==> config.mk <==
export PLATFORM = sky130hd
export DESIGN_NAME = rsasr_regs
export DESIGN_NICKNAME = d
export VERILOG_FILES = /design/src/hdl/rsasr_pkg.sv /design/src/hdl/rsasr_limit_cmp.sv /design/src/hdl/rsasr_evt_irq.sv /design/src/hdl/rsasr_regs.sv
export SDC_FILE = /design/constraint.sdc
export NUM_CORES = 1
export LEC_CHECK = 0
export ABC_CLOCK_PERIOD_IN_PS = 2610
export BUFFER_PORTS_ARGS = -buffer_cell sky130_fd_sc_hd__buf_4
export CORE_UTILIZATION = 43
export CTS_CLUSTER_DIAMETER = 40
export DETAILED_ROUTE_END_ITERATION = 6
export HOLD_SLACK_MARGIN = 0.15
export PLACE_DENSITY_LB_ADDON = 0.05
export SYNTH_ARGS = -nofsm -noshare
export SYNTH_HDL_FRONTEND = slang
export SYNTH_HIERARCHICAL = 1
export SYNTH_SLANG_ARGS = --single-unit
==> constraint.sdc <==
create_clock -name hclk -period 2.61 [get_ports hclk]
set_input_delay 0.261 -clock hclk [delete_from_list [all_inputs] [get_ports hclk]]
set_output_delay 0.261 -clock hclk [all_outputs]
set_load 0.03 [all_outputs]
==> src/hdl/rsasr_pkg.sv <==
// constants and register map of the range select and alarm status bank
package rsasr_pkg;
    // register byte addresses
    localparam logic [7:0]  RSASR_ADDR_RANGE     = 8'h14;
    localparam logic [7:0]  RSASR_ADDR_ALARM     = 8'h20;
    localparam logic [7:0]  RSASR_ADDR_UPPER     = 8'h24;
    localparam logic [7:0]  RSASR_ADDR_LOWER     = 8'h28;
    localparam logic [7:0]  RSASR_ADDR_IRQ_STAT  = 8'h30;
    localparam logic [7:0]  RSASR_ADDR_IRQ_MASK  = 8'h34;
    // widths
    localparam int          RSASR_RESULT_W       = 14;
    localparam int          RSASR_HYST_W         = 4;
    localparam int          RSASR_EV_W           = 4;
    // range select fields
    localparam int          RSASR_RANGE_LSB      = 0;
    localparam int          RSASR_RANGE_MSB      = 3;
    localparam int          RSASR_BIT_REF_OFF    = 6;
    localparam logic [3:0]  RSASR_RANGE_RST      = 4'h0;
    localparam logic        RSASR_REF_OFF_RST    = 1'b0;
    // alarm status fields
    localparam int          RSASR_BIT_SUP_UNDER  = 15;
    localparam int          RSASR_BIT_SUP_OVER   = 14;
    localparam int          RSASR_BIT_IN_UNDER   = 11;
    localparam int          RSASR_BIT_IN_OVER    = 10;
    localparam int          RSASR_TRIP_MSB       = 7;
    localparam int          RSASR_TRIP_LSB       = 4;
    localparam int          RSASR_BIT_ANY_TRIP   = 0;
    // limit fields
    localparam int          RSASR_LIMIT_MSB      = 15;
    localparam int          RSASR_CMP_LSB        = 2;
    localparam int          RSASR_HYST_BYTE_MSB  = 31;
    localparam int          RSASR_HYST_BYTE_LSB  = 24;
    localparam int          RSASR_HYST_MSB       = 7;
    localparam int          RSASR_HYST_LSB       = 4;
    localparam logic [15:0] RSASR_UPPER_RST      = 16'hFFFF;
    localparam logic [15:0] RSASR_LOWER_RST      = 16'h0000;
    localparam logic [7:0]  RSASR_HYST_RST       = 8'h00;
    // event order: supply under, supply over, input under, input over
    localparam logic [3:0]  RSASR_EV_RST         = 4'h0;
    // ahb
    localparam logic [1:0]  RSASR_HRESP_OKAY     = 2'h0;
    localparam logic [2:0]  RSASR_HSIZE_BYTE     = 3'h0;
    localparam logic [2:0]  RSASR_HSIZE_HALF     = 3'h1;
    typedef enum logic [3:0] {
        RSASR_BIP_3_0     = 4'h0,
        RSASR_BIP_2_5     = 4'h1,
        RSASR_BIP_1_5     = 4'h2,
        RSASR_BIP_1_25    = 4'h3,
        RSASR_BIP_0_625   = 4'h4,
        RSASR_UNI_3_0     = 4'h8,
        RSASR_UNI_2_5     = 4'h9,
        RSASR_UNI_1_5     = 4'hA,
        RSASR_UNI_1_25    = 4'hB
    } rsasr_range_t;
    typedef enum logic [1:0] {
        RSASR_ST_IDLE  = 2'h0,
        RSASR_ST_READ  = 2'h1,
        RSASR_ST_WRITE = 2'h2
    } rsasr_bus_t;
endpackage

==> src/hdl/rsasr_limit_cmp.sv <==
// input limit comparator with hysteresis
`timescale 1ns/1ns
module rsasr_limit_cmp #(
    parameter bit ABOVE = 1'b1
) (
    // clock and reset
    input  wire logic                                hclk,
    input  wire logic                                hresetn,
    // conversion sample
    input  wire logic                                sample,
    input  wire logic [rsasr_pkg::RSASR_RESULT_W-1:0] result,
    input  wire logic [rsasr_pkg::RSASR_RESULT_W-1:0] limit,
    input  wire logic [rsasr_pkg::RSASR_HYST_W-1:0]   hyst,
    // alarm
    output logic                                     active
);
    import rsasr_pkg::*;
    typedef struct packed {
        logic active;
    } rsasr_cmp_t;
    rsasr_cmp_t                st;
    rsasr_cmp_t                next_st;
    logic [RSASR_RESULT_W:0]   wide_r;
    logic [RSASR_RESULT_W:0]   wide_l;
    logic [RSASR_RESULT_W:0]   wide_h;
    logic                      trip;
    logic                      release_ok;

    always_comb begin
        next_st = st;
        wide_r = {1'b0, result};
        wide_l = {1'b0, limit};
        wide_h = (RSASR_RESULT_W + 1)'(hyst);
        if (ABOVE) begin
            trip = wide_r > wide_l;
            release_ok = (wide_r + wide_h) < wide_l;
        end else begin
            trip = wide_r < wide_l;
            release_ok = wide_r > (wide_l + wide_h);
        end
        if (sample) begin
            if (trip) begin
                next_st.active = 1'b1;
            end else if (release_ok) begin
                next_st.active = 1'b0;
            end
        end
    end

    always_ff @(posedge hclk or negedge hresetn) begin
        if (!hresetn) begin
            st <= '0;
        end else begin
            st <= next_st;
        end
    end

    assign active = st.active;
endmodule

==> src/hdl/rsasr_evt_irq.sv <==
// sticky event status, mask and interrupt line
`timescale 1ns/1ns
module rsasr_evt_irq (
    // clock and reset
    input  wire logic                            hclk,
    input  wire logic                            hresetn,
    // events
    input  wire logic [rsasr_pkg::RSASR_EV_W-1:0] events,
    // software access
    input  wire logic                            clr_go,
    input  wire logic [rsasr_pkg::RSASR_EV_W-1:0] clr_bits,
    input  wire logic                            mask_go,
    input  wire logic [rsasr_pkg::RSASR_EV_W-1:0] mask_data,
    // state
    output logic      [rsasr_pkg::RSASR_EV_W-1:0] status,
    output logic      [rsasr_pkg::RSASR_EV_W-1:0] mask,
    output logic                                 irq
);
    import rsasr_pkg::*;
    typedef struct packed {
        logic [RSASR_EV_W-1:0] status;
        logic [RSASR_EV_W-1:0] mask;
        logic                  irq;
    } rsasr_irq_t;
    rsasr_irq_t st;
    rsasr_irq_t next_st;

    always_comb begin
        next_st = st;
        if (clr_go) begin
            next_st.status = st.status & ~clr_bits;
        end
        next_st.status = next_st.status | events;
        if (mask_go) begin
            next_st.mask = mask_data;
        end
        next_st.irq = |(next_st.status & next_st.mask);
    end

    always_ff @(posedge hclk or negedge hresetn) begin
        if (!hresetn) begin
            st <= '0;
        end else begin
            st <= next_st;
        end
    end

    assign status = st.status;
    assign mask   = st.mask;
    assign irq    = st.irq;
endmodule

==> src/hdl/rsasr_regs.sv <==
// range select and alarm status register bank on ahb-lite
`timescale 1ns/1ns
module rsasr_regs (
    // clock and reset
    input  wire logic                                hclk,
    input  wire logic                                hresetn,
    // ahb-lite slave
    input  wire logic                                hsel,
    input  wire logic [31:0]                         haddr,
    input  wire logic [1:0]                          htrans,
    input  wire logic                                hwrite,
    input  wire logic [2:0]                          hsize,
    input  wire logic [31:0]                         hwdata,
    input  wire logic                                hready,
    output logic                                     hreadyout,
    output logic      [31:0]                         hrdata,
    output logic      [1:0]                          hresp,
    // converter side
    input  wire logic                                conv_start,
    input  wire logic                                conv_done,
    input  wire logic [rsasr_pkg::RSASR_RESULT_W-1:0] conv_result,
    input  wire logic                                supply_under,
    input  wire logic                                supply_over,
    // controls to the converter
    output logic      [3:0]                          applied_range,
    output logic                                     onchip_reference_off,
    // interrupt
    output logic                                     irq
);
    import rsasr_pkg::*;

    ////////////////////////////////////////////////////////////////////////
    // state
    typedef struct packed {
        rsasr_bus_t            bus;
        logic                  hreadyout;
        logic [31:0]           hrdata;
        logic [1:0]            hresp;
        logic [7:0]            addr;
        logic [3:0]            be;
        logic [3:0]            range_code;
        logic                  ref_off;
        logic [7:0]            hyst_byte;
        logic [15:0]           upper;
        logic [15:0]           lower;
        logic                  sup_under;
        logic                  sup_over;
        logic                  upd;
        logic [RSASR_EV_W-1:0] tripped;
        logic [3:0]            applied_range;
    } rsasr_main_t;

    localparam rsasr_main_t RSASR_MAIN_RST = '{
        bus:           RSASR_ST_IDLE,
        hreadyout:     1'b1,
        hrdata:        32'h0000_0000,
        hresp:         RSASR_HRESP_OKAY,
        addr:          8'h00,
        be:            4'h0,
        range_code:    RSASR_RANGE_RST,
        ref_off:       RSASR_REF_OFF_RST,
        hyst_byte:     RSASR_HYST_RST,
        upper:         RSASR_UPPER_RST,
        lower:         RSASR_LOWER_RST,
        sup_under:     1'b0,
        sup_over:      1'b0,
        upd:           1'b0,
        tripped:       RSASR_EV_RST,
        applied_range: RSASR_RANGE_RST
    };

    rsasr_main_t           st;
    rsasr_main_t           next_st;
    logic [1:0]            in_act;
    logic [RSASR_EV_W-1:0] act_vec;
    logic [RSASR_EV_W-1:0] ev_new;
    logic [RSASR_EV_W-1:0] irq_status;
    logic [RSASR_EV_W-1:0] irq_mask;
    logic [31:0]           alarm_word;
    logic [31:0]           range_word;
    logic [31:0]           upper_word;
    logic [31:0]           lower_word;
    logic [31:0]           rd_sel;
    logic [31:0]           lanes;
    logic [31:0]           merged;
    logic                  wr_go;
    logic                  rd_alarm;
    logic                  clr_go;
    logic                  mask_go;

    function automatic logic [3:0] lane_mask(input logic [2:0] size,
                                             input logic [1:0] a);
        logic [3:0] m;
        m = 4'hF;
        if (size == RSASR_HSIZE_BYTE) begin
            m = 4'h1 << a;
        end else if (size == RSASR_HSIZE_HALF) begin
            m = a[1] ? 4'hC : 4'h3;
        end
        return m;
    endfunction

    ////////////////////////////////////////////////////////////////////////
    // input limit comparators: 0 over, 1 under
    genvar g;
    generate
        for (g = 0; g < 2; g++) begin : gen_cmp
            rsasr_limit_cmp #(
                .ABOVE (g == 0)
            ) u_cmp (
                .hclk    (hclk),
                .hresetn (hresetn),
                .sample  (conv_done),
                .result  (conv_result),
                .limit   ((g == 0) ? st.upper[RSASR_LIMIT_MSB:RSASR_CMP_LSB]
                                   : st.lower[RSASR_LIMIT_MSB:RSASR_CMP_LSB]),
                .hyst    (st.hyst_byte[RSASR_HYST_MSB:RSASR_HYST_LSB]),
                .active  (in_act[g])
            );
        end
    endgenerate

    rsasr_evt_irq u_irq (
        .hclk      (hclk),
        .hresetn   (hresetn),
        .events    (ev_new),
        .clr_go    (clr_go),
        .clr_bits  (hwdata[RSASR_EV_W-1:0] & lanes[RSASR_EV_W-1:0]),
        .mask_go   (mask_go),
        .mask_data (merged[RSASR_EV_W-1:0]),
        .status    (irq_status),
        .mask      (irq_mask),
        .irq       (irq)
    );

    ////////////////////////////////////////////////////////////////////////
    // next state
    always_comb begin
        next_st = st;
        act_vec = {st.sup_under, st.sup_over, in_act[1], in_act[0]};
        alarm_word = '0;
        alarm_word[RSASR_BIT_SUP_UNDER] = st.sup_under;
        alarm_word[RSASR_BIT_SUP_OVER] = st.sup_over;
        alarm_word[RSASR_BIT_IN_UNDER] = in_act[1];
        alarm_word[RSASR_BIT_IN_OVER] = in_act[0];
        alarm_word[RSASR_TRIP_MSB:RSASR_TRIP_LSB] = st.tripped;
        alarm_word[RSASR_BIT_ANY_TRIP] = |st.tripped;
        range_word = '0;
        range_word[RSASR_BIT_REF_OFF] = st.ref_off;
        range_word[RSASR_RANGE_MSB:RSASR_RANGE_LSB] = st.range_code;
        upper_word = '0;
        upper_word[RSASR_HYST_BYTE_MSB:RSASR_HYST_BYTE_LSB] = st.hyst_byte;
        upper_word[RSASR_LIMIT_MSB:0] = st.upper;
        lower_word = '0;
        lower_word[RSASR_LIMIT_MSB:0] = st.lower;
        if (st.addr == RSASR_ADDR_RANGE) begin
            rd_sel = range_word;
        end else if (st.addr == RSASR_ADDR_ALARM) begin
            rd_sel = alarm_word;
        end else if (st.addr == RSASR_ADDR_UPPER) begin
            rd_sel = upper_word;
        end else if (st.addr == RSASR_ADDR_LOWER) begin
            rd_sel = lower_word;
        end else if (st.addr == RSASR_ADDR_IRQ_STAT) begin
            rd_sel = 32'(irq_status);
        end else if (st.addr == RSASR_ADDR_IRQ_MASK) begin
            rd_sel = 32'(irq_mask);
        end else begin
            rd_sel = '0;
        end
        lanes = {{8{st.be[3]}}, {8{st.be[2]}}, {8{st.be[1]}}, {8{st.be[0]}}};
        merged = (rd_sel & ~lanes) | (hwdata & lanes);
        wr_go = st.bus == RSASR_ST_WRITE;
        rd_alarm = (st.bus == RSASR_ST_READ) && (st.addr == RSASR_ADDR_ALARM);
        clr_go = wr_go && (st.addr == RSASR_ADDR_IRQ_STAT);
        mask_go = wr_go && (st.addr == RSASR_ADDR_IRQ_MASK);
        ev_new = st.upd ? (act_vec & ~st.tripped) : '0;

        // register writes; the alarm word is read only
        if (wr_go && st.addr == RSASR_ADDR_RANGE) begin
            next_st.ref_off = merged[RSASR_BIT_REF_OFF];
            next_st.range_code =
                merged[RSASR_RANGE_MSB:RSASR_RANGE_LSB];
        end else if (wr_go && st.addr == RSASR_ADDR_UPPER) begin
            next_st.hyst_byte =
                merged[RSASR_HYST_BYTE_MSB:RSASR_HYST_BYTE_LSB];
            next_st.upper = merged[RSASR_LIMIT_MSB:0];
        end else if (wr_go && st.addr == RSASR_ADDR_LOWER) begin
            next_st.lower = merged[RSASR_LIMIT_MSB:0];
        end

        // conversion tracking
        next_st.upd = conv_done;
        if (conv_done) begin
            next_st.sup_under = supply_under;
            next_st.sup_over = supply_over;
        end
        if (conv_start) begin
            next_st.applied_range = st.range_code;
        end

        // latched flags: clear on read, a new trip wins
        if (rd_alarm) begin
            next_st.tripped = '0;
        end
        if (st.upd) begin
            next_st.tripped = next_st.tripped | act_vec;
        end

        // bus sequencing
        case (st.bus)
            RSASR_ST_READ: begin
                next_st.hrdata = rd_sel;
                next_st.hreadyout = 1'b1;
                next_st.bus = RSASR_ST_IDLE;
            end
            default: begin
                next_st.bus = RSASR_ST_IDLE;
                next_st.hreadyout = 1'b1;
                if (hsel && hready && htrans[1]) begin
                    next_st.addr = {haddr[7:2], 2'b00};
                    next_st.be = lane_mask(hsize, haddr[1:0]);
                    if (hwrite) begin
                        next_st.bus = RSASR_ST_WRITE;
                    end else begin
                        next_st.bus = RSASR_ST_READ;
                        next_st.hreadyout = 1'b0;
                    end
                end
            end
        endcase
        next_st.hresp = RSASR_HRESP_OKAY;
    end

    always_ff @(posedge hclk or negedge hresetn) begin
        if (!hresetn) begin
            st <= RSASR_MAIN_RST;
        end else begin
            st <= next_st;
        end
    end

    assign hreadyout            = st.hreadyout;
    assign hrdata               = st.hrdata;
    assign hresp                = st.hresp;
    assign applied_range        = st.applied_range;
    assign onchip_reference_off = st.ref_off;
endmodule

Word-level counts from Yosys, hierarchy flattened. Index checks and enable logic that the tools add are counted.

Add/sub/neg operators: 2. Order comparisons: 4. Equality and inequality tests: 9. Shift operators: 1. Mux-type cells: 22. Bitwise logic cells: 15. Reduce and logical (&&, ||, !) cells: 18.

Operator list (count): 32-bit 2-to-1 mux (3); 32-bit AND (2); 4-bit 2-to-1 mux (10); 32-bit NOT (1); 32-bit bitwise OR (1); 14-bit by 4-bit adder with 15-bit output (2); 6-bit by 4-bit equality test with 1-bit output, second input constant (5); 4-bit AND (4); 16-bit 2-to-1 mux (1); 14-bit by 15-bit > comparator with 1-bit output (1); 15-bit by 14-bit less-than comparator with 1-bit output (1); 14-bit > comparator (1); 14-bit less-than comparator (1); 1-bit logical AND (8); 4-bit NOT (2); 4-bit bitwise OR (2); 2-bit AND reduction (4); 4-bit OR reduction (2); 6-bit by 3-bit equality test with 1-bit output, second input constant (1); 3-bit 2-to-1 mux (2); 1-bit 2-to-1 mux (5); 2-bit nonzero test (2); 1-bit by 2-bit << shifter with 4-bit output, first input constant (1); 3-bit by 1-bit equality test with 1-bit output, second input constant (1); other kinds (6) (8).

Flip-flop bits (word level): 112. Input port bits: 92. Output and inout port bits: 41. Logic and storage cells: 91.

Depth between registers and ports, before layout.
Depth after elaboration: 12. Gate-level depth with buffers: 13. Gate-level depth less buffers: 13.

Cells and area by module. The synthesis kept the hierarchy.

Modules (own cells, without submodules): rsasr_regs (times used 1, cells an instance 465, area each 4591.9 µm²); rsasr_limit_cmp at gen_cmp[0].u_cmp (times used 1, cells an instance 133, area each 1039.7 µm²); rsasr_limit_cmp at gen_cmp[1].u_cmp (times used 1, cells an instance 124, area each 975.9 µm²); rsasr_evt_irq (times used 1, cells an instance 26, area each 362.8 µm²).

Worst setup path after synthesis. OpenSTA, ideal clock, no wires.

Kind: reg-to-reg. Start: register st, in the netlist lower_word[2]. End: register gen_cmp[1].u_cmp.st. Arrival: 2783 ps. Required time: 2528 ps. Setup slack: -255 ps. Cell stages (with the launch flop): 13. Path buffers: 0. Clock period less this slack: 2865 ps. Path through: dfrtp_1 ha_1 fa_1 a211o_2 o2111ai_2 nor3_1 xnor2_1 ha_1 a211oi_1 nor2_1 a2111oi_0 nor4_1 o22ai_1.

Cells in the longest elaborated chain, start to end: 4. Elaborated cells between the ends (all ways): 6.

Ends and longest elaborated chain: start: declaration (RTL line rsasr_regs.sv:72) `rsasr_main_t st;`; start signal: assignment (RTL line rsasr_regs.sv:239) `st <= next_st;`; 14-bit by 4-bit adder with 15-bit output (RTL line rsasr_limit_cmp.sv:39) `release_ok = wide_r > (wide_l + wide_h);`; 14-bit by 15-bit > comparator with 1-bit output (RTL line rsasr_limit_cmp.sv:39); 2-bit nonzero test (no source line); 2-bit AND reduction (no source line); end signal: assignment (RTL line rsasr_limit_cmp.sv:54) `st <= next_st;`; end: declaration (RTL line rsasr_limit_cmp.sv:21) `rsasr_cmp_t st;`.

Several ways; a longest one is shown, not always the timed one. A chain may end at the register's enable or synchronous reset.

Worst setup path after layout. Ends and elaborated chain as after synthesis.

==> results.json <==
{
  "cts_inserted_buffers": 9,
  "hpwl_um": 14200,
  "syn-instance-count": 748,
  "r2r-start": "lower_word[2]$_DFFE_PN0P_",
  "totalPowerFinal_mw": 5.15,
  "nFillCells": 1491,
  "yosysWarnings": 6,
  "worst_slew_pin_slew_ns": 0.608,
  "gr-usage-all-layers_pct": 22.4,
  "first_pass_iters": 5,
  "drv_slew": 0,
  "viasPerCell": 5.22,
  "crit_path_end": "gen_cmp[1].u_cmp/active$_DFFE_PN0P_",
  "place_area_sq_mm": 0.00786,
  "routed_wl_um": 17900,
  "grt_max_degree": 52,
  "cts_tree": "built",
  "hp-class": "in2reg",
  "core_sq_mm": 0.0158,
  "fin_util_pct": 54.2,
  "ant_nets": 0,
  "clk_pin_slew_ns": 0.07,
  "antennaDiodeCount": 0,
  "grt_pass1_vias": 5420,
  "setup_viol": 2,
  "skew_ns": 0.00551,
  "p_per_area_mw_per_mm2": 601,
  "antenna_found_initial": 0,
  "violations": "setup timing",
  "area_growth_pct": 23.1,
  "async_reset_ff_share_pct": 100,
  "cpPeakStageDelay_ns": 0.42,
  "critPathLaunchType": "flop",
  "regToRegEndpoint": "gen_cmp[1].u_cmp/active$_DFFE_PN0P_",
  "critPathRequiredTime_ns": 2.84,
  "cp_cell_sequence": "ha_2 -> fa_2 -> a211o_4 -> o2111ai_4 -> nor3_2 -> xnor2_1 -> ha_1 -> nand4_1 -> a211oi_2 -> a2111oi_2 -> nor4_2 -> o22ai_1",
  "clkSinkCount": 103,
  "synthSimpleGateAreaFrac_pct": 16.5,
  "rsz0062_at_grt": "yes",
  "cts_max_level": 3,
  "clock_latency_ns": 0.35,
  "fin_cells": 1090,
  "p_leak_nw": 4.31,
  "finalWorstSetupSlack_ns": -0.516,
  "slew_headroom_pct": 59.5,
  "port_buffers": 89,
  "drc": 0,
  "initial_core_util_pct": 44.0,
  "post-place-ws_ns": -0.357,
  "path_max_fanout": 4,
  "avgRoutedWirePerCell_um": 16.4,
  "critical_path_class": "reg2reg",
  "dieWidth_um": 129,
  "synth_edf_count": 0,
  "tns_ns": -0.634,
  "fin_crit_ns": 3.13,
  "hold_slack_ns": 0.189,
  "synthMuxAreaShare_pct": 5.42,
  "via_count": 5687,
  "critPathSlowestCell": "fa_2",
  "fin_area_sq_mm": 0.00858,
  "synth-xor-area-share_pct": 3.02,
  "avgSynthCellArea_sq_um": 9.32,
  "layout_common_cells": "buf_4 (139), nand2_1 (98), dfrtp_1 (85)",
  "fin_crit_sh_pct": 120,
  "status": "finished with violations",
  "final_common_cell": "buf_4",
  "grt_overflow": 0,
  "ios": 133,
  "ir_drop_uv": 338,
  "synth_area_sq_mm": 0.00697,
  "dp_cells": 1041,
  "grt_pass1_wl_um": 28500,
  "cp.arrival_ns": 3.35,
  "rrSetupSlack_ns": -0.52,
  "startpoint": "lower_word[2]$_DFFE_PN0P_",
  "dieArea_sq_mm": 0.0167,
  "max-clock-path-buffers": 2,
  "drtIter0Drc": 349,
  "rows": 46,
  "die-height_um": 129,
  "reg2regPathDepth": 12,
  "synthAdderAreaFrac_pct": 11.7,
  "ys_seq_elements": 103,
  "drv_cap": 0,
  "synth_ff_type": "dfrtp_1",
  "gp_congestion": 0.865,
  "cts_root_buf": "clkbuf_16",
  "synth_cell_types": 73,
  "hold_viol": 0,
  "fin_nets": 1025,
  "drive_gt1_share_pct": 29.3,
  "crit_path_end_kind": "flop",
  "fmax_ghz": 0.320,
  "ys_seq_area_share_pct": 37.3,
  "synth-compound-area-share_pct": 16.8,
  "synth_top_family_by_area": "compound AO/OA/AOI/OAI gates"
}
[logic make-up after synthesis]
kind of cell / Yosys count
compound gates: 179
mux: 33
flops: 103
other cells: 1
xor+xnor: 24
simple gates: 229
fa+ha+maj: 64
buf+inv: 115
[registers in the layout (all words and copies together), names as in the netlist]
register	cells
applied_range	4
onchip_reference_off	1
lower_word	16
hreadyout	1
u_irq/status	4
gen_cmp.u_cmp/active	2
range_word	4
hrdata	24
alarm_word	4
u_irq/mask	4
lanes	3
u_irq/irq	1
st	33
act_vec	2
[worst max-delay path, delay by kind of cell, from the launching register on]
family          cells  cell delay (ns)
flops               1             0.38
xor+xnor            1             0.14
simple gates        3             0.59
compound gates      5             0.94
fa+ha+maj           3             0.94
[worst min-delay path by stage]
stage	to	slack (ns)	depth (start not counted)	start
finish	lanes[0]$_DFFE_PN0P_	0.19	3	haddr[1]
floorplan	act_vec[2]$_DFFE_PN0P_	-0.03	0	hresetn
CTS	lanes[0]$_DFFE_PN0P_	0.17	3	haddr[1]
detailed placement	hrdata[25]$_DFFE_PN0P_	0.23	1	hresetn
global placement	hrdata[27]$_DFFE_PN0P_	0.22	1	hresetn
global route	applied_range[2]$_DFFE_PN0P_	0.18	2	conv_start
[power breakdown]
| part | internal, mW | switching (mW) |
|---|---|---|
| sequential | 1.78 | 0.183 |
| clock | 0.777 | 0.625 |
| combinational | 0.823 | 0.963 |
| total | 3.38 | 1.77 |
[layer usage]
| layer | up-vias | part of all wire (%) | global-route usage (%) |
|---|---|---|---|
| met3 | 11 | 3.1 | 3.10 |
| met2 | 92 | 49 | 37.4 |
| met1 | 2751 | 47 | 30.6 |
| met5 | - | 0 | 0 |
| met4 | 0 | 0.88 | 5.40 |
| li1 | 2833 | - | - |
[cell usage after synthesis (14+ instances only)]
cell	instances	area share [%]
nand3_1	21	1.5
ha_1	62	11
clkbuf_1	14	0.75
nor2_1	28	1.5
nand2_1	98	5.3
o21ai_1	19	1.4
dfstp_2	17	6.4
dfrtp_1	86	31
a21oi_1	22	1.6
a31oi_1	22	2.0
o21ai_0	49	3.5
buf_4	38	4.1
nand2b_1	20	1.8
inv_1	52	2.8
mux2_2	30	4.8
xnor2_1	21	2.6
[timing repair]
action,CTS,global route
hold buffers,22,0
buffers inserted,5,6
endpoints found under the setup margin,2,2
gates resized for setup,11,15
hold endpoints to repair,48,0
pin swaps,13,15
[final cells by class]
class / instances / area, sq um / share of cell area [%]
clock buffer: 10 / 239 / 2.79
clock inverter: 6 / 67.6 / 0.788
inverter: 52 / 195 / 2.28
sequential: 103 / 2600 / 30.3
timing repair buffer: 164 / 1310 / 15.2
tap: 216 / 270 / 3.15
multi-input combinational: 539 / 3900 / 45.5
Note: power is estimated with default switching activity, not from simulation.
